### src/lic_pkg.sv
/*
  lic_pkg: shared constants, types and helper functions for the
  lamp indicator control block.
  assumes a 50 MHz pclk and a 32-bit APB register port.
*/
package lic_pkg;

  // clock and the millisecond time base
  localparam int LIC_CLK_NS = 20;
  localparam int LIC_MS_NS  = 1000000;
  localparam int LIC_MS_CYC = LIC_MS_NS / LIC_CLK_NS;

  // register indices; byte address is four times the index
  localparam logic [7:0] LIC_IDX_L0CTL  = 8'h10;
  localparam logic [7:0] LIC_IDX_POLMIX = 8'h11;
  localparam logic [7:0] LIC_IDX_TIMER  = 8'h12;
  localparam logic [7:0] LIC_IDX_STAT   = 8'h13;

  // field positions
  localparam int LIC_MIXHI_LSB  = 12;
  localparam int LIC_MIXLO_LSB  = 8;
  localparam int LIC_FRCINT_BIT = 15;
  localparam int LIC_STRCH_LSB  = 12;
  localparam int LIC_INTPOL_BIT = 11;
  localparam int LIC_BLINK_LSB  = 8;
  localparam int LIC_SPDOFF_LSB = 2;
  localparam int LIC_SPDON_LSB  = 0;

  // values after reset
  localparam logic [2:0] LIC_STRCH_RST = 3'h4;
  localparam logic [1:0] LIC_SPD_RST   = 2'h1;
  localparam logic [2:0] LIC_BLINK_RST = 3'h1;
  localparam logic [3:0] LIC_MIX_RST   = 4'h4;
  localparam logic [3:0] LIC_L0_RST    = 4'he;
  localparam logic [1:0] LIC_STRAP_WAIT = 2'h2;

  // lamp-0 control codes
  localparam logic [3:0] LIC_L0_LINK   = 4'h0;
  localparam logic [3:0] LIC_L0_LNKACT = 4'h1;
  localparam logic [3:0] LIC_L0_SPEED  = 4'h2;
  localparam logic [3:0] LIC_L0_ACT    = 4'h3;
  localparam logic [3:0] LIC_L0_BLKACT = 4'h4;
  localparam logic [3:0] LIC_L0_TX     = 4'h5;
  localparam logic [3:0] LIC_L0_COPPER = 4'h6;
  localparam logic [3:0] LIC_L0_GIG    = 4'h7;
  localparam logic [3:0] LIC_L0_OFF    = 4'h8;
  localparam logic [3:0] LIC_L0_ON     = 4'h9;
  localparam logic [3:0] LIC_L0_HIZ    = 4'ha;
  localparam logic [3:0] LIC_L0_BLINK  = 4'hb;
  localparam logic [1:0] LIC_SPD_1000  = 2'h2;

  // status from the phy core, same clock
  typedef struct packed {
    logic       link;
    logic [1:0] speed;    // 00 10M, 01 100M, 10 1000M
    logic       act;
    logic       tx;
    logic       copper;
  } lic_phy_stat_type;

  typedef enum logic [1:0] {SB_IDLE, SB_ON, SB_OFF, SB_GAP}
    lic_sb_state_type;

  typedef struct packed {
    logic [11:0] cnt;
  } lic_tmr_type;

  typedef struct packed {
    logic [15:0]      ms_cnt;
    logic             tick;
    logic [1:0]       strap_cnt;
    logic             strap_done;
    logic [3:0]       l0_ctl;
    logic [3:0]       mix_hi;
    logic [3:0]       mix_lo;
    logic [7:0]       pol;
    logic             frc_int;
    logic [2:0]       stretch;
    logic             int_pol;
    logic [2:0]       blink;
    logic [1:0]       spd_off;
    logic [1:0]       spd_on;
    logic             blink_ph;
    lic_sb_state_type sb;
    logic [1:0]       sb_cnt;
    logic [2:0]       slot;
    logic [3:0]       lamp_out;
    logic [3:0]       lamp_oe_n;
    logic             irq_pin;
    logic [31:0]      prdata;
    logic             pready;
    logic             pslverr;
  } lic_state_type;

  // speed-blink period in ms
  function automatic logic [11:0] lic_spd_ms(input logic [1:0] c);
    case (c)
      2'h0:    lic_spd_ms = 12'd84;
      2'h1:    lic_spd_ms = 12'd170;
      2'h2:    lic_spd_ms = 12'd340;
      default: lic_spd_ms = 12'd670;
    endcase
  endfunction

  // blink period in ms; reserved codes run at the slowest rate
  function automatic logic [11:0] lic_blink_ms(input logic [2:0] c);
    case (c)
      3'h0:    lic_blink_ms = 12'd42;
      3'h1:    lic_blink_ms = 12'd84;
      3'h2:    lic_blink_ms = 12'd170;
      3'h3:    lic_blink_ms = 12'd340;
      default: lic_blink_ms = 12'd670;
    endcase
  endfunction

  // stretch window in ms, lower end of each printed range
  function automatic logic [11:0] lic_strch_ms(input logic [2:0] c);
    case (c)
      3'h0:    lic_strch_ms = 12'd0;
      3'h1:    lic_strch_ms = 12'd21;
      3'h2:    lic_strch_ms = 12'd42;
      3'h3:    lic_strch_ms = 12'd84;
      3'h4:    lic_strch_ms = 12'd170;
      3'h5:    lic_strch_ms = 12'd340;
      3'h6:    lic_strch_ms = 12'd670;
      default: lic_strch_ms = 12'd1300;
    endcase
  endfunction

endpackage

### src/lic_sync.sv
/*
  lic_sync: two-stage synchroniser for pin levels.
  assumes d is a slow level from outside the pclk domain.
*/
`timescale 1ns/100ps
module lic_sync #(
  parameter int W = 1
) (
  input  wire logic         pclk,     // clock
  input  wire logic         presetn,  // async reset, active low
  input  wire logic [W-1:0] d,        // pin level
  output logic      [W-1:0] q         // synchronised level
);
  typedef struct packed {
    logic [W-1:0] s1;
    logic [W-1:0] s2;
  } lic_sync_st_type;

  lic_sync_st_type st_ff;
  lic_sync_st_type nxt_st;

  // s1 feeds only s2
  always_comb begin
    nxt_st    = st_ff;
    nxt_st.s1 = d;
    nxt_st.s2 = st_ff.s1;
  end

  always_ff @(posedge pclk or negedge presetn) begin
    if (!presetn) begin
      st_ff <= '0;
    end else begin
      st_ff <= nxt_st;
    end
  end

  assign q = st_ff.s2;
endmodule

### src/lic_timer.sv
/*
  lic_timer: millisecond down-counter with load and expiry pulse.
  assumes tick is a one-cycle pulse once per millisecond.
*/
`timescale 1ns/100ps
module lic_timer
  import lic_pkg::*;
(
  input  wire logic        pclk,     // clock
  input  wire logic        presetn,  // async reset, active low
  input  wire logic        tick,     // 1 ms pulse
  input  wire logic        load,     // start a new count
  input  wire logic [11:0] load_ms,  // count in ms
  output logic             busy,     // counting
  output logic             done      // last ms elapsed, one cycle
);
  lic_tmr_type st_ff;
  lic_tmr_type nxt_st;

  // load wins over the running count
  always_comb begin
    nxt_st = st_ff;
    if (load) begin
      nxt_st.cnt = load_ms;
    end else if (tick && (st_ff.cnt != 12'h000)) begin
      nxt_st.cnt = st_ff.cnt - 12'h001;
    end
  end

  always_ff @(posedge pclk or negedge presetn) begin
    if (!presetn) begin
      st_ff <= '0;
    end else begin
      st_ff <= nxt_st;
    end
  end

  assign busy = (st_ff.cnt != 12'h000);
  assign done = tick && (st_ff.cnt == 12'h001);
endmodule

### src/lic_led_ctrl.sv
/*
  lic_led_ctrl: status lamp drivers, lamp timers and interrupt pin
  control of the phy, with its registers on an APB slave port.
  assumes phy status and irq_req come from logic on pclk; straps are
  pins and are synchronised, then captured once after reset release.
*/
// Local design decision: register access over APB.
// Summary of operation
// - code 0 lights on link; code 1 lights on link, blinks on activity.
// - code 2 blinks groups of three, two, one by speed; none without link.
// - codes 3,4,5: on for activity, blink for activity, on for transmit.
// - code 6 lights for copper link, code 7 only for 1000 Mb/s link.
// - codes 8,9 force off/on, 10 floats the pin, 11 blinks always.
// - codes 12 to 15 select dual-lamp modes one to four with lamp 1.
// - lamp-0 code loads from strap: 00 gives 1110, 01, 10 and 11 give 0111.
// - mix_lo sets the lamp-1 share of the pair in eighths; 1000 means full; mix_hi has no effect.
// - mix fields load 0100 for strap 00/01, 1000 for strap 10/11.
// - polarity 00 low-on, 01 high-on, 10 low-on float-off, 11 high-on float-off.
// - polarity of lamps 3..0 in bits 7:6..1:0, zero after reset.
// - timer bit 15 forces the interrupt pin asserted.
// - stretch code 0 none, 1..7 from 21 ms doubling; resets to 100.
// - interrupt polarity bit loads its strap; 0 active high, 1 low.
// - blink rate codes 0..4 give 42 to 670 ms periods.
// - blink rate loads 000 for strap 01, otherwise 001.
// - speed on/off periods 84 to 670 ms; both reset to 01.
`timescale 1ns/100ps
module lic_led_ctrl
  import lic_pkg::*;
#(
  parameter int MS_CYCLES = LIC_MS_CYC
) (
  input  wire logic             pclk,               // 50 MHz clock
  input  wire logic             presetn,            // async reset, low
  input  wire logic             psel,               // apb select
  input  wire logic             penable,            // apb enable
  input  wire logic             pwrite,             // apb write
  input  wire logic [7:0]       paddr,              // apb byte address
  input  wire logic [31:0]      pwdata,             // apb write data
  output logic      [31:0]      prdata,             // apb read data
  output logic                  pready,             // apb ready
  output logic                  pslverr,            // apb error
  input  wire lic_phy_stat_type phy_stat,           // link status
  input  wire logic             irq_req,            // phy interrupt
  input  wire logic [3:1]       lamp_ext,           // lamps 1-3 states
  input  wire logic [1:0]       lamp_config_strap,  // lamp strap pins
  input  wire logic             irq_polarity_strap, // irq strap pin
  output logic      [3:0]       lamp_out,           // lamp pin levels
  output logic      [3:0]       lamp_oe_n,          // low drives pin
  output logic                  phy_irq_out         // interrupt pin
);

  lic_state_type st_ff;
  lic_state_type nxt_st;

  logic [2:0]  strap_s;
  logic [7:0]  idx;
  logic        hit;
  logic        wr_en;
  logic        blink_busy;
  logic        blink_done;
  logic        act_busy;
  logic        tx_busy;
  logic        sb_busy;
  logic        sb_done;
  logic        sb_load;
  logic [11:0] sb_ms;
  logic        act_st;
  logic        tx_st;
  logic [1:0]  sb_groups;
  logic        l0_on;
  logic        l1_on;
  logic        dual;
  logic        dual_cond;
  logic [3:0]  on;
  logic [1:0]  pc;
  logic [31:0] rd;

  // strap pins are asynchronous levels
  lic_sync #(
    .W (3)
  ) u_strap_sync (
    .pclk    (pclk),
    .presetn (presetn),
    .d       ({irq_polarity_strap, lamp_config_strap}),
    .q       (strap_s)
  );

  // blink phase timer, half a blink period per phase
  lic_timer u_blink_tmr (
    .pclk    (pclk),
    .presetn (presetn),
    .tick    (st_ff.tick),
    .load    (!blink_busy),
    .load_ms (lic_blink_ms(st_ff.blink) >> 1),
    .busy    (blink_busy),
    .done    (blink_done)
  );

  // stretch timers
  // each new activity restarts the window
  lic_timer u_act_tmr (
    .pclk    (pclk),
    .presetn (presetn),
    .tick    (st_ff.tick),
    .load    (phy_stat.act),
    .load_ms (lic_strch_ms(st_ff.stretch)),
    .busy    (act_busy),
    .done    ()
  );

  lic_timer u_tx_tmr (
    .pclk    (pclk),
    .presetn (presetn),
    .tick    (st_ff.tick),
    .load    (phy_stat.tx),
    .load_ms (lic_strch_ms(st_ff.stretch)),
    .busy    (tx_busy),
    .done    ()
  );

  // speed-blink on/off/gap timer
  lic_timer u_sb_tmr (
    .pclk    (pclk),
    .presetn (presetn),
    .tick    (st_ff.tick),
    .load    (sb_load),
    .load_ms (sb_ms),
    .busy    (sb_busy),
    .done    (sb_done)
  );

  // stretched activity; code 0 loads zero so nothing is held
  assign act_st = phy_stat.act || act_busy;
  assign tx_st  = phy_stat.tx || tx_busy;

  // blinks per group: one, two or three by speed
  assign sb_groups = (phy_stat.speed == 2'h3) ? LIC_SPD_1000
                                              : phy_stat.speed;

  // apb decode: word aligned, index from the upper address bits
  assign idx   = {2'b00, paddr[7:2]};
  assign hit   = (paddr[1:0] == 2'b00) &&
                 (idx >= LIC_IDX_L0CTL) && (idx <= LIC_IDX_STAT);
  assign wr_en = psel && penable && pwrite && st_ff.pready &&
                 hit && st_ff.strap_done;

  // field layout
  // register read mux; reserved bits read zero
  always_comb begin
    rd = 32'h0000_0000;
    case (idx)
      LIC_IDX_L0CTL:  rd[3:0] = st_ff.l0_ctl;
      LIC_IDX_POLMIX: rd[15:0] = {st_ff.mix_hi, st_ff.mix_lo, st_ff.pol};
      LIC_IDX_TIMER: begin
        rd[LIC_FRCINT_BIT]               = st_ff.frc_int;
        rd[LIC_STRCH_LSB +: 3]           = st_ff.stretch;
        rd[LIC_INTPOL_BIT]               = st_ff.int_pol;
        rd[LIC_BLINK_LSB +: 3]           = st_ff.blink;
        rd[LIC_SPDOFF_LSB +: 2]          = st_ff.spd_off;
        rd[LIC_SPDON_LSB +: 2]           = st_ff.spd_on;
      end
      LIC_IDX_STAT: begin
        rd[3:0]   = st_ff.lamp_out;
        rd[7:4]   = st_ff.lamp_oe_n;
        rd[8]     = st_ff.irq_pin;
        rd[9]     = l0_on;
        rd[10]    = phy_stat.link;
        rd[13:11] = strap_s;
        rd[14]    = st_ff.strap_done;
      end
      default: rd = 32'h0000_0000;
    endcase
  end

  // lamp-0 function, speed blinker and next state
  always_comb begin
    nxt_st    = st_ff;
    sb_load   = 1'b0;
    sb_ms     = lic_spd_ms(st_ff.spd_on);
    l0_on     = 1'b0;
    l1_on     = lamp_ext[1];
    dual      = st_ff.l0_ctl[3] && st_ff.l0_ctl[2];
    dual_cond = 1'b0;
    on        = 4'h0;
    pc        = 2'h0;

    // millisecond tick
    nxt_st.tick = 1'b0;
    if (st_ff.ms_cnt == 16'(MS_CYCLES - 1)) begin
      nxt_st.ms_cnt = 16'h0000;
      nxt_st.tick   = 1'b1;
    end else begin
      nxt_st.ms_cnt = st_ff.ms_cnt + 16'h0001;
    end

    // pwm slot for lamp mixing, eight slots per round
    nxt_st.slot = st_ff.slot + 3'h1;

    if (blink_done) begin
      nxt_st.blink_ph = !st_ff.blink_ph;
    end

    // strap capture once the synchroniser has settled
    if (!st_ff.strap_done) begin
      nxt_st.strap_cnt = st_ff.strap_cnt + 2'h1;
      if (st_ff.strap_cnt == LIC_STRAP_WAIT) begin
        nxt_st.strap_done = 1'b1;
        nxt_st.l0_ctl = (strap_s[1:0] == 2'b00) ? LIC_L0_RST
                                                : LIC_L0_GIG;
        nxt_st.mix_hi = strap_s[1] ? 4'h8 : LIC_MIX_RST;
        nxt_st.mix_lo = strap_s[1] ? 4'h8 : LIC_MIX_RST;
        nxt_st.blink = (strap_s[1:0] == 2'b01) ? 3'h0 : LIC_BLINK_RST;
        nxt_st.int_pol = strap_s[2];
      end
    end

    // apb: answer in the first access cycle
    nxt_st.pready = psel && !penable;
    if (psel && !penable) begin
      nxt_st.prdata  = hit ? rd : 32'h0000_0000;
      nxt_st.pslverr = !hit;
    end
    if (wr_en) begin
      case (idx)
        LIC_IDX_L0CTL:  nxt_st.l0_ctl = pwdata[3:0];
        LIC_IDX_POLMIX: begin
          nxt_st.mix_hi = pwdata[LIC_MIXHI_LSB +: 4];
          nxt_st.mix_lo = pwdata[LIC_MIXLO_LSB +: 4];
          nxt_st.pol    = pwdata[7:0];
        end
        LIC_IDX_TIMER: begin
          nxt_st.frc_int = pwdata[LIC_FRCINT_BIT];
          nxt_st.stretch = pwdata[LIC_STRCH_LSB +: 3];
          nxt_st.int_pol = pwdata[LIC_INTPOL_BIT];
          nxt_st.blink   = pwdata[LIC_BLINK_LSB +: 3];
          nxt_st.spd_off = pwdata[LIC_SPDOFF_LSB +: 2];
          nxt_st.spd_on  = pwdata[LIC_SPDON_LSB +: 2];
        end
        default: nxt_st.l0_ctl = st_ff.l0_ctl;
      endcase
    end

    // speed blink sequence
    // a group ends with a double off period
    case (st_ff.sb)
      SB_IDLE: begin
        if (phy_stat.link) begin
          nxt_st.sb     = SB_ON;
          nxt_st.sb_cnt = 2'h0;
          sb_load       = 1'b1;
        end
      end
      SB_ON: begin
        if (sb_done) begin
          sb_load = 1'b1;
          sb_ms   = lic_spd_ms(st_ff.spd_off);
          if (st_ff.sb_cnt == sb_groups) begin
            nxt_st.sb = SB_GAP;
            sb_ms     = lic_spd_ms(st_ff.spd_off) << 1;
          end else begin
            nxt_st.sb = SB_OFF;
          end
        end
      end
      SB_OFF: begin
        if (sb_done) begin
          nxt_st.sb     = SB_ON;
          nxt_st.sb_cnt = st_ff.sb_cnt + 2'h1;
          sb_load       = 1'b1;
        end
      end
      SB_GAP: begin
        if (sb_done) begin
          nxt_st.sb     = SB_ON;
          nxt_st.sb_cnt = 2'h0;
          sb_load       = 1'b1;
        end
      end
      default: nxt_st.sb = SB_IDLE;
    endcase
    if (!phy_stat.link) begin
      nxt_st.sb = SB_IDLE;
    end

    // lamp-0 function by control code
    case (st_ff.l0_ctl)
      LIC_L0_LINK:   l0_on = phy_stat.link;
      LIC_L0_LNKACT: l0_on = phy_stat.link &&
                             (!act_st || st_ff.blink_ph);
      LIC_L0_SPEED:  l0_on = phy_stat.link && (st_ff.sb == SB_ON);
      LIC_L0_ACT:    l0_on = act_st;
      LIC_L0_BLKACT: l0_on = act_st && st_ff.blink_ph;
      LIC_L0_TX:     l0_on = tx_st;
      LIC_L0_COPPER: l0_on = phy_stat.link && phy_stat.copper;
      LIC_L0_GIG:    l0_on = phy_stat.link &&
                             (phy_stat.speed == LIC_SPD_1000);
      LIC_L0_OFF:    l0_on = 1'b0;
      LIC_L0_ON:     l0_on = 1'b1;
      LIC_L0_HIZ:    l0_on = 1'b0;
      LIC_L0_BLINK:  l0_on = st_ff.blink_ph;
      4'hc:    dual_cond = phy_stat.link;
      4'hd:    dual_cond = phy_stat.link &&
                           (!act_st || st_ff.blink_ph);
      4'he:    dual_cond = act_st;
      default: dual_cond = st_ff.blink_ph;
    endcase

    // mix share in eighths
    // codes above 8 saturate at a full share
    if (dual) begin
      l1_on = dual_cond && ({1'b0, st_ff.slot} < st_ff.mix_lo);
      l0_on = dual_cond && !({1'b0, st_ff.slot} < st_ff.mix_lo);
    end

    on = {lamp_ext[3:2], l1_on, l0_on};
    for (int i = 0; i < 4; i++) begin
      pc                  = st_ff.pol[2*i +: 2];
      nxt_st.lamp_out[i]  = on[i] ? pc[0] : !pc[0];
      nxt_st.lamp_oe_n[i] = !on[i] && pc[1];
    end
    if (st_ff.l0_ctl == LIC_L0_HIZ) begin
      nxt_st.lamp_oe_n[0] = 1'b1;
    end

    nxt_st.irq_pin = (irq_req || st_ff.frc_int) ^ st_ff.int_pol;
  end

  // state register; lamps idle off-high until the first update
  always_ff @(posedge pclk or negedge presetn) begin
    if (!presetn) begin
      st_ff          <= '0;
      st_ff.stretch  <= LIC_STRCH_RST;
      st_ff.spd_off  <= LIC_SPD_RST;
      st_ff.spd_on   <= LIC_SPD_RST;
      st_ff.blink    <= LIC_BLINK_RST;
      st_ff.l0_ctl   <= LIC_L0_RST;
      st_ff.mix_hi   <= LIC_MIX_RST;
      st_ff.mix_lo   <= LIC_MIX_RST;
      st_ff.lamp_out <= 4'hf;
    end else begin
      st_ff <= nxt_st;
    end
  end

  // outputs straight from the state register
  assign prdata      = st_ff.prdata;
  assign pready      = st_ff.pready;
  assign pslverr     = st_ff.pslverr;
  assign lamp_out    = st_ff.lamp_out;
  assign lamp_oe_n   = st_ff.lamp_oe_n;
  assign phy_irq_out = st_ff.irq_pin;
endmodule

### config.mk
export PLATFORM = sky130hd
export DESIGN_NAME = lic_led_ctrl
export DESIGN_NICKNAME = d
export VERILOG_FILES = /design/src/lic_pkg.sv /design/src/lic_sync.sv /design/src/lic_timer.sv /design/src/lic_led_ctrl.sv
export SDC_FILE = /design/constraint.sdc
export NUM_CORES = 1
export LEC_CHECK = 0
export BUFFER_PORTS_ARGS = -buffer_cell sky130_fd_sc_hd__buf_4
export CAP_MARGIN = 20
export CORE_ASPECT_RATIO = 0.8
export CORE_MARGIN = 1.5
export CORE_UTILIZATION = 60
export CTS_CLUSTER_SIZE = 16
export DETAILED_ROUTE_END_ITERATION = 10
export PLACE_DENSITY_LB_ADDON = 0.15
export SLEW_MARGIN = 20
export SYNTH_ARGS = -nofsm -noshare
export SYNTH_HDL_FRONTEND = slang
export SYNTH_SLANG_ARGS = --single-unit
### constraint.sdc
create_clock -name pclk -period 4.76 [get_ports pclk]
set_input_delay 0.238 -clock pclk [delete_from_list [all_inputs] [get_ports pclk]]
set_output_delay 0.238 -clock pclk [all_outputs]
set_load 0.03 [all_outputs]
======== Yosys cells after proc, flatten, opt, wreduce, memory -nomap -nowiden ========
Index checks and enable logic that the tools add are counted.
storage, ports and cells
  flip-flop bits (word level) ............. 157
  input bits .............................. 58
  output and inout port bits .............. 43
  logic and storage cells ................. 212
cells by class
  $add $sub $neg .......................... 8
  order comparisons ....................... 3
  equal/unequal tests ..................... 50
  muxes and demuxes ....................... 54
  bitwise gates (word level) .............. 1
  reductions and logical operators ........ 66
operators by type and width
  cell                   number
  $mux 12                12
  $pmux 11 s7            1
  $pmux 10 s3            2
  $mux 16                3
  $reduce_bool 12->1     4
  $sub 12x1->12 const B  4
  $pmux 10 s4            1
  $mux 32                1
  $eq 4x4->1 const B     7
  $mux 4                 7
  $logic_and 1x1->1      26
  $mux 13                2
  $eq 12x1->1 const B    2
  $eq 6x5->1 const B     4
  $pmux 7 s3             1
  $add 16x1->16 const B  1
  $eq 16x16->1 const B   1
  $eq 4x3->1 const B     4
  $pmux 4 s2             2
  $pmux 4 s4             1
  $eq 2x2->1 const B     7
  $logic_not 1->1        13
  $eq 3x2->1 const B     4
  $mux 1                 12
  other kinds (34)       60

======== Logic depth before layout (Yosys ltp) ========
Gate-level depths: netlist of the first run.
  depth after elaboration ................. 11
  mapped depth ............................ 9
  mapped depth without buffers ............ 8

======== Cells and area by module ========
From an unflattened synthesis of the first run, not the netlist that was laid out.
unflattened totals
  cell total of the unflattened synthesis .. 844
  area, all modules ....................... 8180.3 µm²
modules (own cells, without submodules)
  module        instances  cells an instance  area each (µm²)  sequential area each (µm²)
  lic_led_ctrl  1          466                4717.0           2193.4
  lic_timer     4          93                 828.3            300.3
  lic_sync      1          6                  150.1            150.1

======== Worst setup path before layout of the first run ========
OpenSTA, ideal clock, no wires.
  kind .................................... register to register
  start ................................... register u_act_tmr.st_ff[0] (netlist bit)
  end ..................................... register st_ff, in the netlist lamp_oe_n[0]
  setup time .............................. 122 ps
  arrival ................................. 2185 ps
  required time ........................... 4638 ps
  setup slack ............................. 2453 ps
  stages on the path, launching flop included .. 9
  path buffers ............................ 0
  period minus slack after synthesis ...... 2307 ps
  path through ............................ dfrtp_1 inv_1 ha_1 or4b_2 or4_1 a31o_1 o21ai_2 o21ai_2 a32o_1
RTL lines
  item                    RTL line             source
  start, declared         lic_timer.sv:17      lic_tmr_type st_ff;
  start signal, assigned  lic_timer.sv:34      st_ff <= nxt_st;
  end signal, assigned    lic_led_ctrl.sv:341  st_ff <= nxt_st;
  end, declared           lic_led_ctrl.sv:52   lic_state_type st_ff;

======== Final worst setup path of the first run ========
  start ................................... register st_ff[86] (netlist bit)
  end ..................................... register u_sb_tmr.st_ff[3] (netlist bit)
on the way
  cells in the longest elaborated chain, start to end .. 4
  elaborated cells between the ends (all ways) .. 8
  those cells by class .................... mux: 5; reduce/logical: 3
RTL lines
  item                                          RTL line                                                       source
  $logic_and 1x1->1                             lic_timer.sv:39                                                assign done = tick && (st_ff.cnt == 12'h001);
  $mux 1 or $mux 12 (tied branches)             lic_led_ctrl.sv:254, lic_led_ctrl.sv:266, lic_led_ctrl.sv:273
  $pmux 1 s2 or $mux 12 (tied branches)         lic_led_ctrl.sv:245                                            case (st_ff.sb)
  $mux 12 or $reduce_bool 2->1 (tied branches)  n/a
  end signal, assigned                          lic_timer.sv:34
  end, declared                                 lic_timer.sv:17
Several ways; a longest one is shown, not always the timed one.
A chain may end at the register's enable or synchronous reset.

==> results.sh, run 1 <==
export IMPL_fp_dieW_um=128
export IMPL_ctsResizeCount=0
export IMPL_synth_seq_cells=141
export IMPL_fin_crit_sh_pct=64.5
export IMPL_synthCells=779
export IMPL_min_path_type="primary input to flip-flop"
export IMPL_synth_xor_area_share_pct=4.64
export IMPL_synth_top_family_by_area="simple AND/OR/NAND/NOR gates"
export IMPL_synthArstFlopShare_pct=100
export IMPL_vias=5970
export IMPL_worstPathArrival_ns=3.38
export IMPL_chipHeight_um=103
export IMPL_drive_gt1_share_pct=18.8
export IMPL_wl_per_cell_um=17.7
export IMPL_synth_top_flop_cell="dfrtp_1"
export IMPL_syn_to_final_growth_pct=14.4
export IMPL_cp_max_fo=19
export IMPL_synth_edf_count=0
export IMPL_yosysSeqAreaShare_pct=47.0
export IMPL_synthAdderAreaFrac_pct=2.32
export IMPL_post_cts_repair_setup_buffers=0
export IMPL_drc=0
export IMPL_synth_compound_area_share_pct=14.8
export IMPL_synth_avg_cell_area_um2=9.69
export IMPL_place_hpwl_um=12000
export IMPL_cts_buffer_depth=2
export IMPL_final_nets=889
export IMPL_drt_iter0_drc=326
export IMPL_clk_pin_slew_ns=0.06
export IMPL_setup_tns_ns=0
export IMPL_worst_slack_ns=1.69
export IMPL_rows=36
export IMPL_setup_viol=0
export IMPL_cts_inserted_buffers=17
export IMPL_yosys_warnings=0
export IMPL_ios=101
export IMPL_synthMuxAreaShare_pct=5.09
export IMPL_rsz0062_at_grt="false"
export IMPL_antenna_found_initial=0
export IMPL_grt_pass1_wl_um=29200
export IMPL_final_common_cell="dfrtp_1"
export IMPL_worstSetupPathType="flip-flop to flip-flop"
export IMPL_cts_sinks=141
export IMPL_fillers=893
export IMPL_status="complete, no violations"
export IMPL_root_buffer="clkbuf_16"
export IMPL_multi_input_area_um2=3540
export IMPL_htreeDepth=4
export IMPL_grt_max_degree=98
export IMPL_final_hold_violation_count=0
export IMPL_worstSkewPairLatency_ns=0.42
export IMPL_dieArea_um2=13300
export IMPL_startpoint_type="flip-flop"
export IMPL_avgViaCountPerCell=5.96
export IMPL_syn_area_um2=7550
export IMPL_synth_simple_area_share_pct=19.2
export IMPL_worstSetupEndpointType="flip-flop"
export IMPL_seqCellArea_um2=3540
export IMPL_layout_min_cycle_time_ns=3.07
export IMPL_clock_fmax_mhz=326
export IMPL_first_global_vias=5851
export IMPL_io_buffers=68
export IMPL_synth_distinct_cells=71
export IMPL_grt_overflow=0
export IMPL_fin_worst_skew_ns=0.0113
export IMPL_power_density_nw_per_um2=352
export IMPL_relSlewSlack_pct=42.2
export IMPL_firstDrtPassIters=5
export IMPL_ir_drop_uv=335
export IMPL_cp_required_ns=5.07
export IMPL_drtAntennaViolNets=0
export IMPL_pre_cts_ws_ns=1.68
export IMPL_drv_slew=0
export IMPL_leakage_uw=0.00378
export IMPL_initial_utilization_pct=61.8
export IMPL_mostFrequentLayoutCells="128 x dfrtp_1, 81 x nand2_1, 70 x o21ai_0, 70 x buf_4, 69 x nor2_1"
export IMPL_gp_congestion=0.854
export IMPL_tightest_slew_ns=0.868
export IMPL_antenna_cells=0
export IMPL_maxCapViolations=0
export IMPL_hold_slack_ns=0.0317
export IMPL_core_area_um2=12200
export IMPL_totalWireLength_um=17700
export IMPL_cts_tree="yes"
export IMPL_grtUsageTotal_pct=28.5
stage by stage:
| stage | util, % | power [µW] | instances | instance area (µm²) |
|---|---|---|---|---|
| 2_1_floorplan | - | 1490 | 794 | 7600 |
| 3_3_place_gp | 64.9 | 1570 | 963 | 7920 |
| 3_5_place_dp | 64.9 | 1580 | 963 | 7920 |
| 4_1_cts | 70.7 | 3050 | 1001 | 8630 |
| 5_1_grt | 70.7 | 3140 | 1001 | 8630 |
| 6_report | 70.7 | 3040 | 1001 | 8630 |
flip-flops by register name, indices dropped and copies added (netlist names), 4 cells and up:
register and count:
st_ff 58, prdata 16, u_act_tmr.st_ff 12, u_blink_tmr.st_ff 12, u_sb_tmr.st_ff 12, u_tx_tmr.st_ff 12
lamp_oe_n 4, lamp_out 4
worst max-delay path, stage by stage, from the launching register on:
cell and delay, ns:
dfrtp_1 0.79, nor4bb_1 0.30, nand4_1 0.38, nor3b_2 0.73
nor2b_1 0.17, or3_1 0.43, and2_1 0.16
logic make-up after synthesis:
| logic type | after synthesis |
|---|---|
| DFF | 141 |
| and+or+nand+nor | 280 |
| AOI/OAI and AO/OA | 177 |
| other | 1 |
| xor gates and xnor gates | 40 |
| adders and majority gates | 14 |
| muxes | 31 |
| buffers and inverters | 95 |
cell type report:
cell class,instances,area share (%)
tap,171,2.48
clock inverter,12,2.39
timing repair buffer,77,6.91
multi-input combinational,558,41.0
inverter,22,0.957
sequential,141,41.1
clock buffer,20,5.17
worst paths after layout:
path | end | cells past startpoint | slack (ns) | start
min in group asynchronous | st_ff[89]$_DFF_PN0_ | 2 | 0.48 | presetn
worst max register to register | u_sb_tmr.st_ff[3]$_DFFE_PN0P_ | 6 | 1.69 | st_ff[86]$_DFF_PN0_
max in group asynchronous | st_ff[65]$_DFFE_PN0P_ | 3 | 3.13 | presetn
worst min register to register | u_strap_sync.q[0]$_DFF_PN0_ | 0 | 0.35 | u_strap_sync.nxt_st[0]$_DFF_PN0_
worst min-delay path | st_ff[76]$_DFF_PN0_ | 3 | 0.03 | pwdata[13]
worst max-delay path | u_sb_tmr.st_ff[3]$_DFFE_PN0P_ | 6 | 1.69 | st_ff[86]$_DFF_PN0_
synthesized netlist by cell type, drive strengths merged (7+ instances only):
master,instances,area share [%]
xor2,13,1.5
nor4,14,1.6
nor3,20,1.3
mux2,19,2.8
inv,22,1.1
nand2,81,4.0
ha,14,2.3
a22oi,9,0.90
mux2i,8,1.1
buf,49,4.6
nand2b,11,0.91
a21oi,27,1.8
dfstp,13,4.5
dfrtp,128,42
and2,8,0.66
nor2b,16,1.3
a32oi,7,0.81
nand3,12,0.80
o21ai,74,5.0
a31oi,10,0.83
nor2,69,3.4
xnor2,27,3.1
clkbuf,24,1.2
layer usage:
| layer | GRT usage (%) | wire length [µm] |
|---|---|---|
| met5 | 0 | 0 |
| met4 | 8.90 | 283 |
| met3 | 5.66 | 845 |
| met2 | 49.3 | 8840 |
| met1 | 36.7 | 7740 |
power breakdown:
group	internal (µW)	switching (µW)	leakage, µW	total [µW]
combinational	108	166	0.00171	274
clock	950	519	0.000316	1470
sequential	1250	51.9	0.00176	1300
total	2310	737	0.00378	3040
timing repair:
| item | 4_1_cts | 5_1_grt |
|---|---|---|
| hold buffers | 6 | 0 |
| endpoints found under the setup margin | 0 | 0 |
| endpoints found under the hold margin | 98 | 0 |
(Power assumes the default switching activity.)
==> inputs of run 2 (changes only) <==
Settings changed: ABC_AREA set to 1, CORE_UTILIZATION 60 to 59.
Clock period 4.76 ns to 2.9 ns, I/O delays scaled along.
==> results.sh, run 2 <==
export IMPL_clk_pin_slew_ns=0.06
export IMPL_ios=101
export IMPL_synth_area_leaders="dfrtp_1 41%, nand2_1 8.7%, inv_1 6.3%"
export IMPL_post_cts_repair_setup_buffers=0
export IMPL_wl_per_cell_um=14.7
export IMPL_firstDrtPassIters=6
export IMPL_worstSetupEndpointType="flip-flop"
export IMPL_place_hpwl_um=12700
export IMPL_drive_gt1_share_pct=14.8
export IMPL_ir_drop_uv=525
export IMPL_grtUsageTotal_pct=28.1
export IMPL_power_density_nw_per_um2=581
export IMPL_min_path_type="primary input to flip-flop"
export IMPL_antenna_found_initial=0
export IMPL_relSlewSlack_pct=42.4
export IMPL_syn_to_final_growth_pct=16.2
export IMPL_leakage_uw=0.00438
export IMPL_hold_slack_ns=-0.000335
export IMPL_tightest_slew_ns=0.862
export IMPL_hold_buffers=21
export IMPL_ctsResizeCount=0
export IMPL_drc=0
export IMPL_totalWireLength_um=18200
export IMPL_setup_viol=0
export IMPL_core_area_um2=12900
export IMPL_synth_top_flop_cell="dfrtp_1"
export IMPL_power_frac_comb_pct=15.5
export IMPL_initial_utilization_pct=60.5
export IMPL_worstPathArrival_ns=2.54
export IMPL_grt_overflow=0
export IMPL_worstSetupPathType="flip-flop to flip-flop"
export IMPL_cts_buffer_depth=2
export IMPL_grt_pass1_wl_um=31000
export IMPL_antenna_cells=0
export IMPL_status="complete, but fails checks"
export IMPL_drtAntennaViolNets=0
export IMPL_drv_slew=0
export IMPL_cts_sinks=141
export IMPL_final_common_cell="nand2_1"
export IMPL_root_buffer="clkbuf_16"
export IMPL_largest_register="st_ff"
export IMPL_slowest_stage="dfrtp_1"
export IMPL_synth_seq_cells=141
export IMPL_yosys_warnings=0
export IMPL_slowest_delay_ns=0.38
export IMPL_gp_congestion=0.859
export IMPL_swShare_pct=28.7
export IMPL_placed_cell_area_um2=8270
export IMPL_avgViaCountPerCell=5.41
export IMPL_synth_avg_cell_area_um2=7.98
export IMPL_cp_cell_sequence="inv_1, ha_1, nand3_1, nor2_1, nand3_1, nand2_1, nand2_1, inv_1, a31oi_1, a22oi_1"
export IMPL_chipHeight_um=106
export IMPL_syn_area_um2=7820
export IMPL_synthArstFlopShare_pct=100
export IMPL_fp_dieW_um=132
export IMPL_cp_required_ns=3.25
export IMPL_violations="hold timing"
export IMPL_setup_tns_ns=0
export IMPL_yosysMostFrequentCell="nand2_1"
export IMPL_drt_iter0_drc=523
export IMPL_fin_worst_skew_ns=0.00947
export IMPL_final_hold_violation_count=1
export IMPL_htreeDepth=4
export IMPL_cp_max_fo=14
export IMPL_synth_distinct_cells=53
export IMPL_dieArea_um2=14000
export IMPL_seqPwrFrac_pct=41.6
export IMPL_maxCapViolations=0
export IMPL_synth_edf_count=0
export IMPL_rows=37
export IMPL_fin_crit_sh_pct=75.5
export IMPL_clock_fmax_mhz=457
export IMPL_synthCells=980
export IMPL_synth_top_cell_by_area="dfrtp_1"
export IMPL_largest_reg_flops=58
export IMPL_synth_commonest_cells="181 x nand2_1, 132 x inv_1, 128 x dfrtp_1, 99 x nor2_1, 68 x o21ai_0"
export IMPL_startpoint_type="flip-flop"
export IMPL_vias=6699
export IMPL_cts_inserted_buffers=17
export IMPL_grt_max_degree=80
export IMPL_layout_min_cycle_time_ns=2.19
export IMPL_mostFrequentLayoutCells="181 x nand2_1, 132 x inv_1, 128 x dfrtp_1, 99 x nor2_1, 75 x buf_4"
export IMPL_yosysSeqAreaShare_pct=45.3
export IMPL_worstSkewPairLatency_ns=0.43
export IMPL_cts_tree="yes"
export IMPL_first_global_vias=6391
export IMPL_synth_top_area_share_pct=41.0
export IMPL_power_switching_uw=1510
export IMPL_final_nets=1122
export IMPL_pwr_share_clk_pct=42.9
export IMPL_io_buffers=68
export IMPL_design_area_um2=9080
export IMPL_rsz0062_at_grt="false"
export IMPL_p_int_uw=3770
-- run 2: cell types whose count changed in the layout (fill, tap and decap cells not counted), sizes merged, moves of 11 or more --
cell,delta
a21oi,+13
dlygate4sd3,+15
inv,+120
mux2,-17
nand2,+104
nand2b,-11
nand3,+34
nor2,+43
nor2b,-16
o21ai,+31
xnor2,-17
-- run 2: cell type report --
class / instances / area, µm²
clock inverters: 12 / 161
repair buffers: 97 / 785
clock buffers: 20 / 447
well taps: 175 / 219
flip-flops and latches: 141 / 3540
multi-input cells: 649 / 3390
fillers: 1018 / 3830
inverters: 144 / 541
-- run 2: worst paths after layout --
check / start / slack (ns) / to / depth (start not counted)
worst max-delay path: u_sb_tmr.st_ff[0]$_DFFE_PN0P_ / 0.71 / u_sb_tmr.st_ff[2]$_DFFE_PN0P_ / 10
worst min-delay path: pwdata[12] / -0.0003 / st_ff[59]$_DFFE_PN0P_ / 3
worst max register to register: u_sb_tmr.st_ff[0]$_DFFE_PN0P_ / 0.71 / u_sb_tmr.st_ff[2]$_DFFE_PN0P_ / 10
worst min register to register: u_strap_sync.nxt_st[1]$_DFF_PN0_ / 0.35 / u_strap_sync.q[1]$_DFF_PN0_ / 0
max in group asynchronous: presetn / 1.78 / st_ff[80]$_DFFE_PN1P_ / 3
min in group asynchronous: presetn / 0.30 / prdata[6]$_DFFE_PN0P_ / 2
-- run 2: cell families (layout without fill, tap and decap cells) --
| group | count (synthesis) | after routing | share of synthesized area (%) |
|---|---|---|---|
| other cells | 1 | 16 | 0.0480 |
| compound gates | 211 | 211 | 16.0 |
| buf+inv | 205 | 273 | 12.1 |
| fa+ha+maj | 14 | 14 | 2.24 |
| xor+xnor | 23 | 23 | 2.58 |
| simple gates | 383 | 383 | 21.4 |
| mux | 2 | 2 | 0.288 |
| flops | 141 | 141 | 45.3 |
-- run 2: power groups by stage --
stage / Sequential [µW] / Combinational [µW] / Clock [µW]
after floorplan: 2210 / 577 / 0
after global placement: 2230 / 750 / 0
after detailed placement: 2230 / 770 / 0
after CTS: 2200 / 810 / 2290
after global routing: 2210 / 927 / 2380
final: 2200 / 817 / 2260
-- run 2: critical path: cells and delay by family (launching register included) --
family / cells / cell delay, ns
simple gates: 5 / 0.87
compound gates: 2 / 0.22
fa+ha+maj: 1 / 0.22
buf+inv: 2 / 0.39
flops: 1 / 0.38
-- run 2: routing by layer --
layer	routed length [µm]	global-route usage, %
met4	298	10.2
met5	0	0
met2	8340	44.0
met1	8500	39.2
met3	1030	5.53
-- run 2: per-stage QoR --
stage	setup slack [ns]	std cells	utilization [%]	total power, µW
2_1_floorplan	1.24	995	-	2790
3_3_place_gp	0.767	1185	64.0	2980
3_5_place_dp	0.702	1185	64.0	3000
4_1_cts	0.700	1238	70.3	5290
5_1_grt	0.468	1238	70.3	5510
6_report	0.711	1238	70.3	5280
==> inputs of run 3 (changes only) <==
Settings changed: ABC_AREA 1 to 0, CORE_UTILIZATION 59 to 53.
Clock period 2.9 ns to 2 ns, I/O delays scaled along.
==> results.sh, run 3 (synthesis gave the netlist of run 1 again) <==
export IMPL_worstSetupEndpointType="flip-flop"
export IMPL_startpoint_type="flip-flop"
export IMPL_grt_max_degree=57
export IMPL_totalWireLength_um=19000
export IMPL_rrSetupSlack_ns=-0.19
export IMPL_multi_input_area_um2=3850
export IMPL_ios=101
export IMPL_worstSkewPairLatency_ns=0.43
export IMPL_power_density_nw_per_um2=751
export IMPL_htreeDepth=4
export IMPL_rsz0062_at_grt="true"
export IMPL_avgViaCountPerCell=5.62
export IMPL_placed_cells_incl_taps=1042
export IMPL_reg2regPathDepth=6
export IMPL_fin_worst_skew_ns=0.00913
export IMPL_grt_pass1_wl_um=31100
export IMPL_largest_register="st_ff"
export IMPL_clock_fmax_mhz=456
export IMPL_mostFrequentLayoutCells="147 x buf_4, 128 x dfrtp_1, 78 x nand2_1, 68 x nor2_1, 60 x o21ai_0"
export IMPL_initial_utilization_pct=54.9
export IMPL_antenna_cells=0
export IMPL_core_area_um2=13700
export IMPL_drive_gt1_share_pct=31.1
export IMPL_gp_congestion=0.889
export IMPL_firstDrtPassIters=5
export IMPL_chipHeight_um=110
export IMPL_violations="setup timing"
export IMPL_r2r_start="u_act_tmr.st_ff[7]$_DFFE_PN0P_"
export IMPL_relSlewSlack_pct=63.5
export IMPL_clk_pin_slew_ns=0.06
export IMPL_io_buffers=68
export IMPL_drtAntennaViolNets=0
export IMPL_drt_iter0_drc=458
export IMPL_drc=0
export IMPL_maxCapViolations=0
export IMPL_grt_overflow=0
export IMPL_cts_inserted_buffers=17
export IMPL_setup_tns_ns=-0.978
export IMPL_antenna_found_initial=0
export IMPL_final_common_cell="buf_4"
export IMPL_worst_slack_ns=-0.192
export IMPL_worstPathArrival_ns=2.50
export IMPL_fin_crit_sh_pct=110
export IMPL_crit_start="u_act_tmr.st_ff[7]$_DFFE_PN0P_"
export IMPL_first_global_vias=6302
export IMPL_cp_required_ns=2.31
export IMPL_root_buffer="clkbuf_16"
export IMPL_leakage_uw=0.00439
export IMPL_final_nets=995
export IMPL_r2r_end="lamp_oe_n[0]$_DFF_PN0_"
export IMPL_layout_min_cycle_time_ns=2.19
export IMPL_fillers=993
export IMPL_cts_buffer_depth=2
export IMPL_dieArea_um2=15000
export IMPL_seqCellArea_um2=3540
export IMPL_fp_dieW_um=136
export IMPL_rows=38
export IMPL_largest_reg_flops=58
export IMPL_cp_max_fo=4
export IMPL_drv_slew=0
export IMPL_syn_to_final_growth_pct=30.4
export IMPL_vias=6267
export IMPL_cts_tree="yes"
export IMPL_cts_sinks=141
export IMPL_setup_viol=12
export IMPL_final_hold_violation_count=0
export IMPL_tightest_slew_ns=0.548
export IMPL_wl_per_cell_um=17.1
export IMPL_status="complete, but fails checks"
export IMPL_grtUsageTotal_pct=27.0
export IMPL_place_hpwl_um=13000
export IMPL_cp_endpoint="lamp_oe_n[0]$_DFF_PN0_"
export IMPL_final_cells=1115
export IMPL_worstSetupPathType="flip-flop to flip-flop"
export IMPL_ir_drop_uv=726
export IMPL_min_path_type="primary input to flip-flop"
## run 3: cell count changes in the layout (fill, tap and decap cells not counted), sizes merged, moves of 16 or more
cell and delta:
nor2 -43, mux2 +17, inv -122, nand3 -34, buf +83, o21ai -31
nand2 -104, xnor2 +17, nor2b +16
## run 3: per-stage QoR
step	setup slack (ns)	utilization, %	instance area, µm²	hold slack (ns)	total power [µW]
3_3_place_gp	-0.184	61.9	8510	0.0900	3860
5_1_grt	-0.230	71.6	9840	0.0297	7670
6_report	-0.192	71.6	9840	0.0116	7390
4_1_cts	-0.231	69.8	9590	0.00291	7410
3_5_place_dp	-0.214	61.9	8510	0.0961	3890
2_1_floorplan	-0.192	-	7630	-0.196	3560
## run 3: how the worst min path moves through the flow
stage	cells after the start	from	end	slack, ns
global placement	1	presetn	u_sb_tmr.st_ff[4]$_DFFE_PN0P_	0.09
floorplan	0	presetn	lamp_oe_n[0]$_DFF_PN0_	-0.20
global route	3	phy_stat[5]	st_ff[49]$_DFFE_PN0P_	0.03
detailed placement	1	presetn	u_sb_tmr.st_ff[6]$_DFFE_PN0P_	0.1
finish	3	phy_stat[5]	st_ff[49]$_DFFE_PN0P_	0.01
CTS	2	phy_stat[1]	u_tx_tmr.st_ff[11]$_DFFE_PN0P_	0.003
## run 3: worst max-delay path, cell delays in order (launching register included)
cell and delay [ns]:
dfrtp_1 0.38, or4_4 0.58, or4_1 0.51, a31o_1 0.26
o21ai_2 0.08, o21ai_2 0.07, a32o_1 0.21
## run 3: timing repair
action                     CTS  global route
hold endpoints to repair    93             0
hold buffers                24             0
cloned                       0             1
pin swaps                   12            22
setup endpoints to repair   41            44
resized for setup           36            44
buffers inserted             8            11
## run 3: layout make-up
| type | count | share of cell area, % |
|---|---|---|
| Clock inverter | 14 | 2.21 |
| Inverter | 22 | 0.865 |
| Sequential cell | 141 | 36.0 |
| Multi-Input combinational cell | 558 | 39.1 |
| Clock buffer | 17 | 4.32 |
| Timing Repair Buffer | 183 | 15.1 |
| Tap cell | 180 | 2.29 |
## run 3: power breakdown
group	internal (µW)	switching, µW	leakage (µW)	total [µW]
logic	395	467	0.00233	862
clock network	2210	1230	0.000306	3440
registers	2970	116	0.00176	3090
## run 3: metal layers
metal | vias to the layer above | wire [µm] | global-route usage (%)
met4 | 0 | 330 | 10.0
li1 | 3002 | - | -
met5 | - | 0 | 0
met2 | 123 | 9640 | 45.9
met1 | 3116 | 8470 | 34.6
met3 | 26 | 603 | 4.98
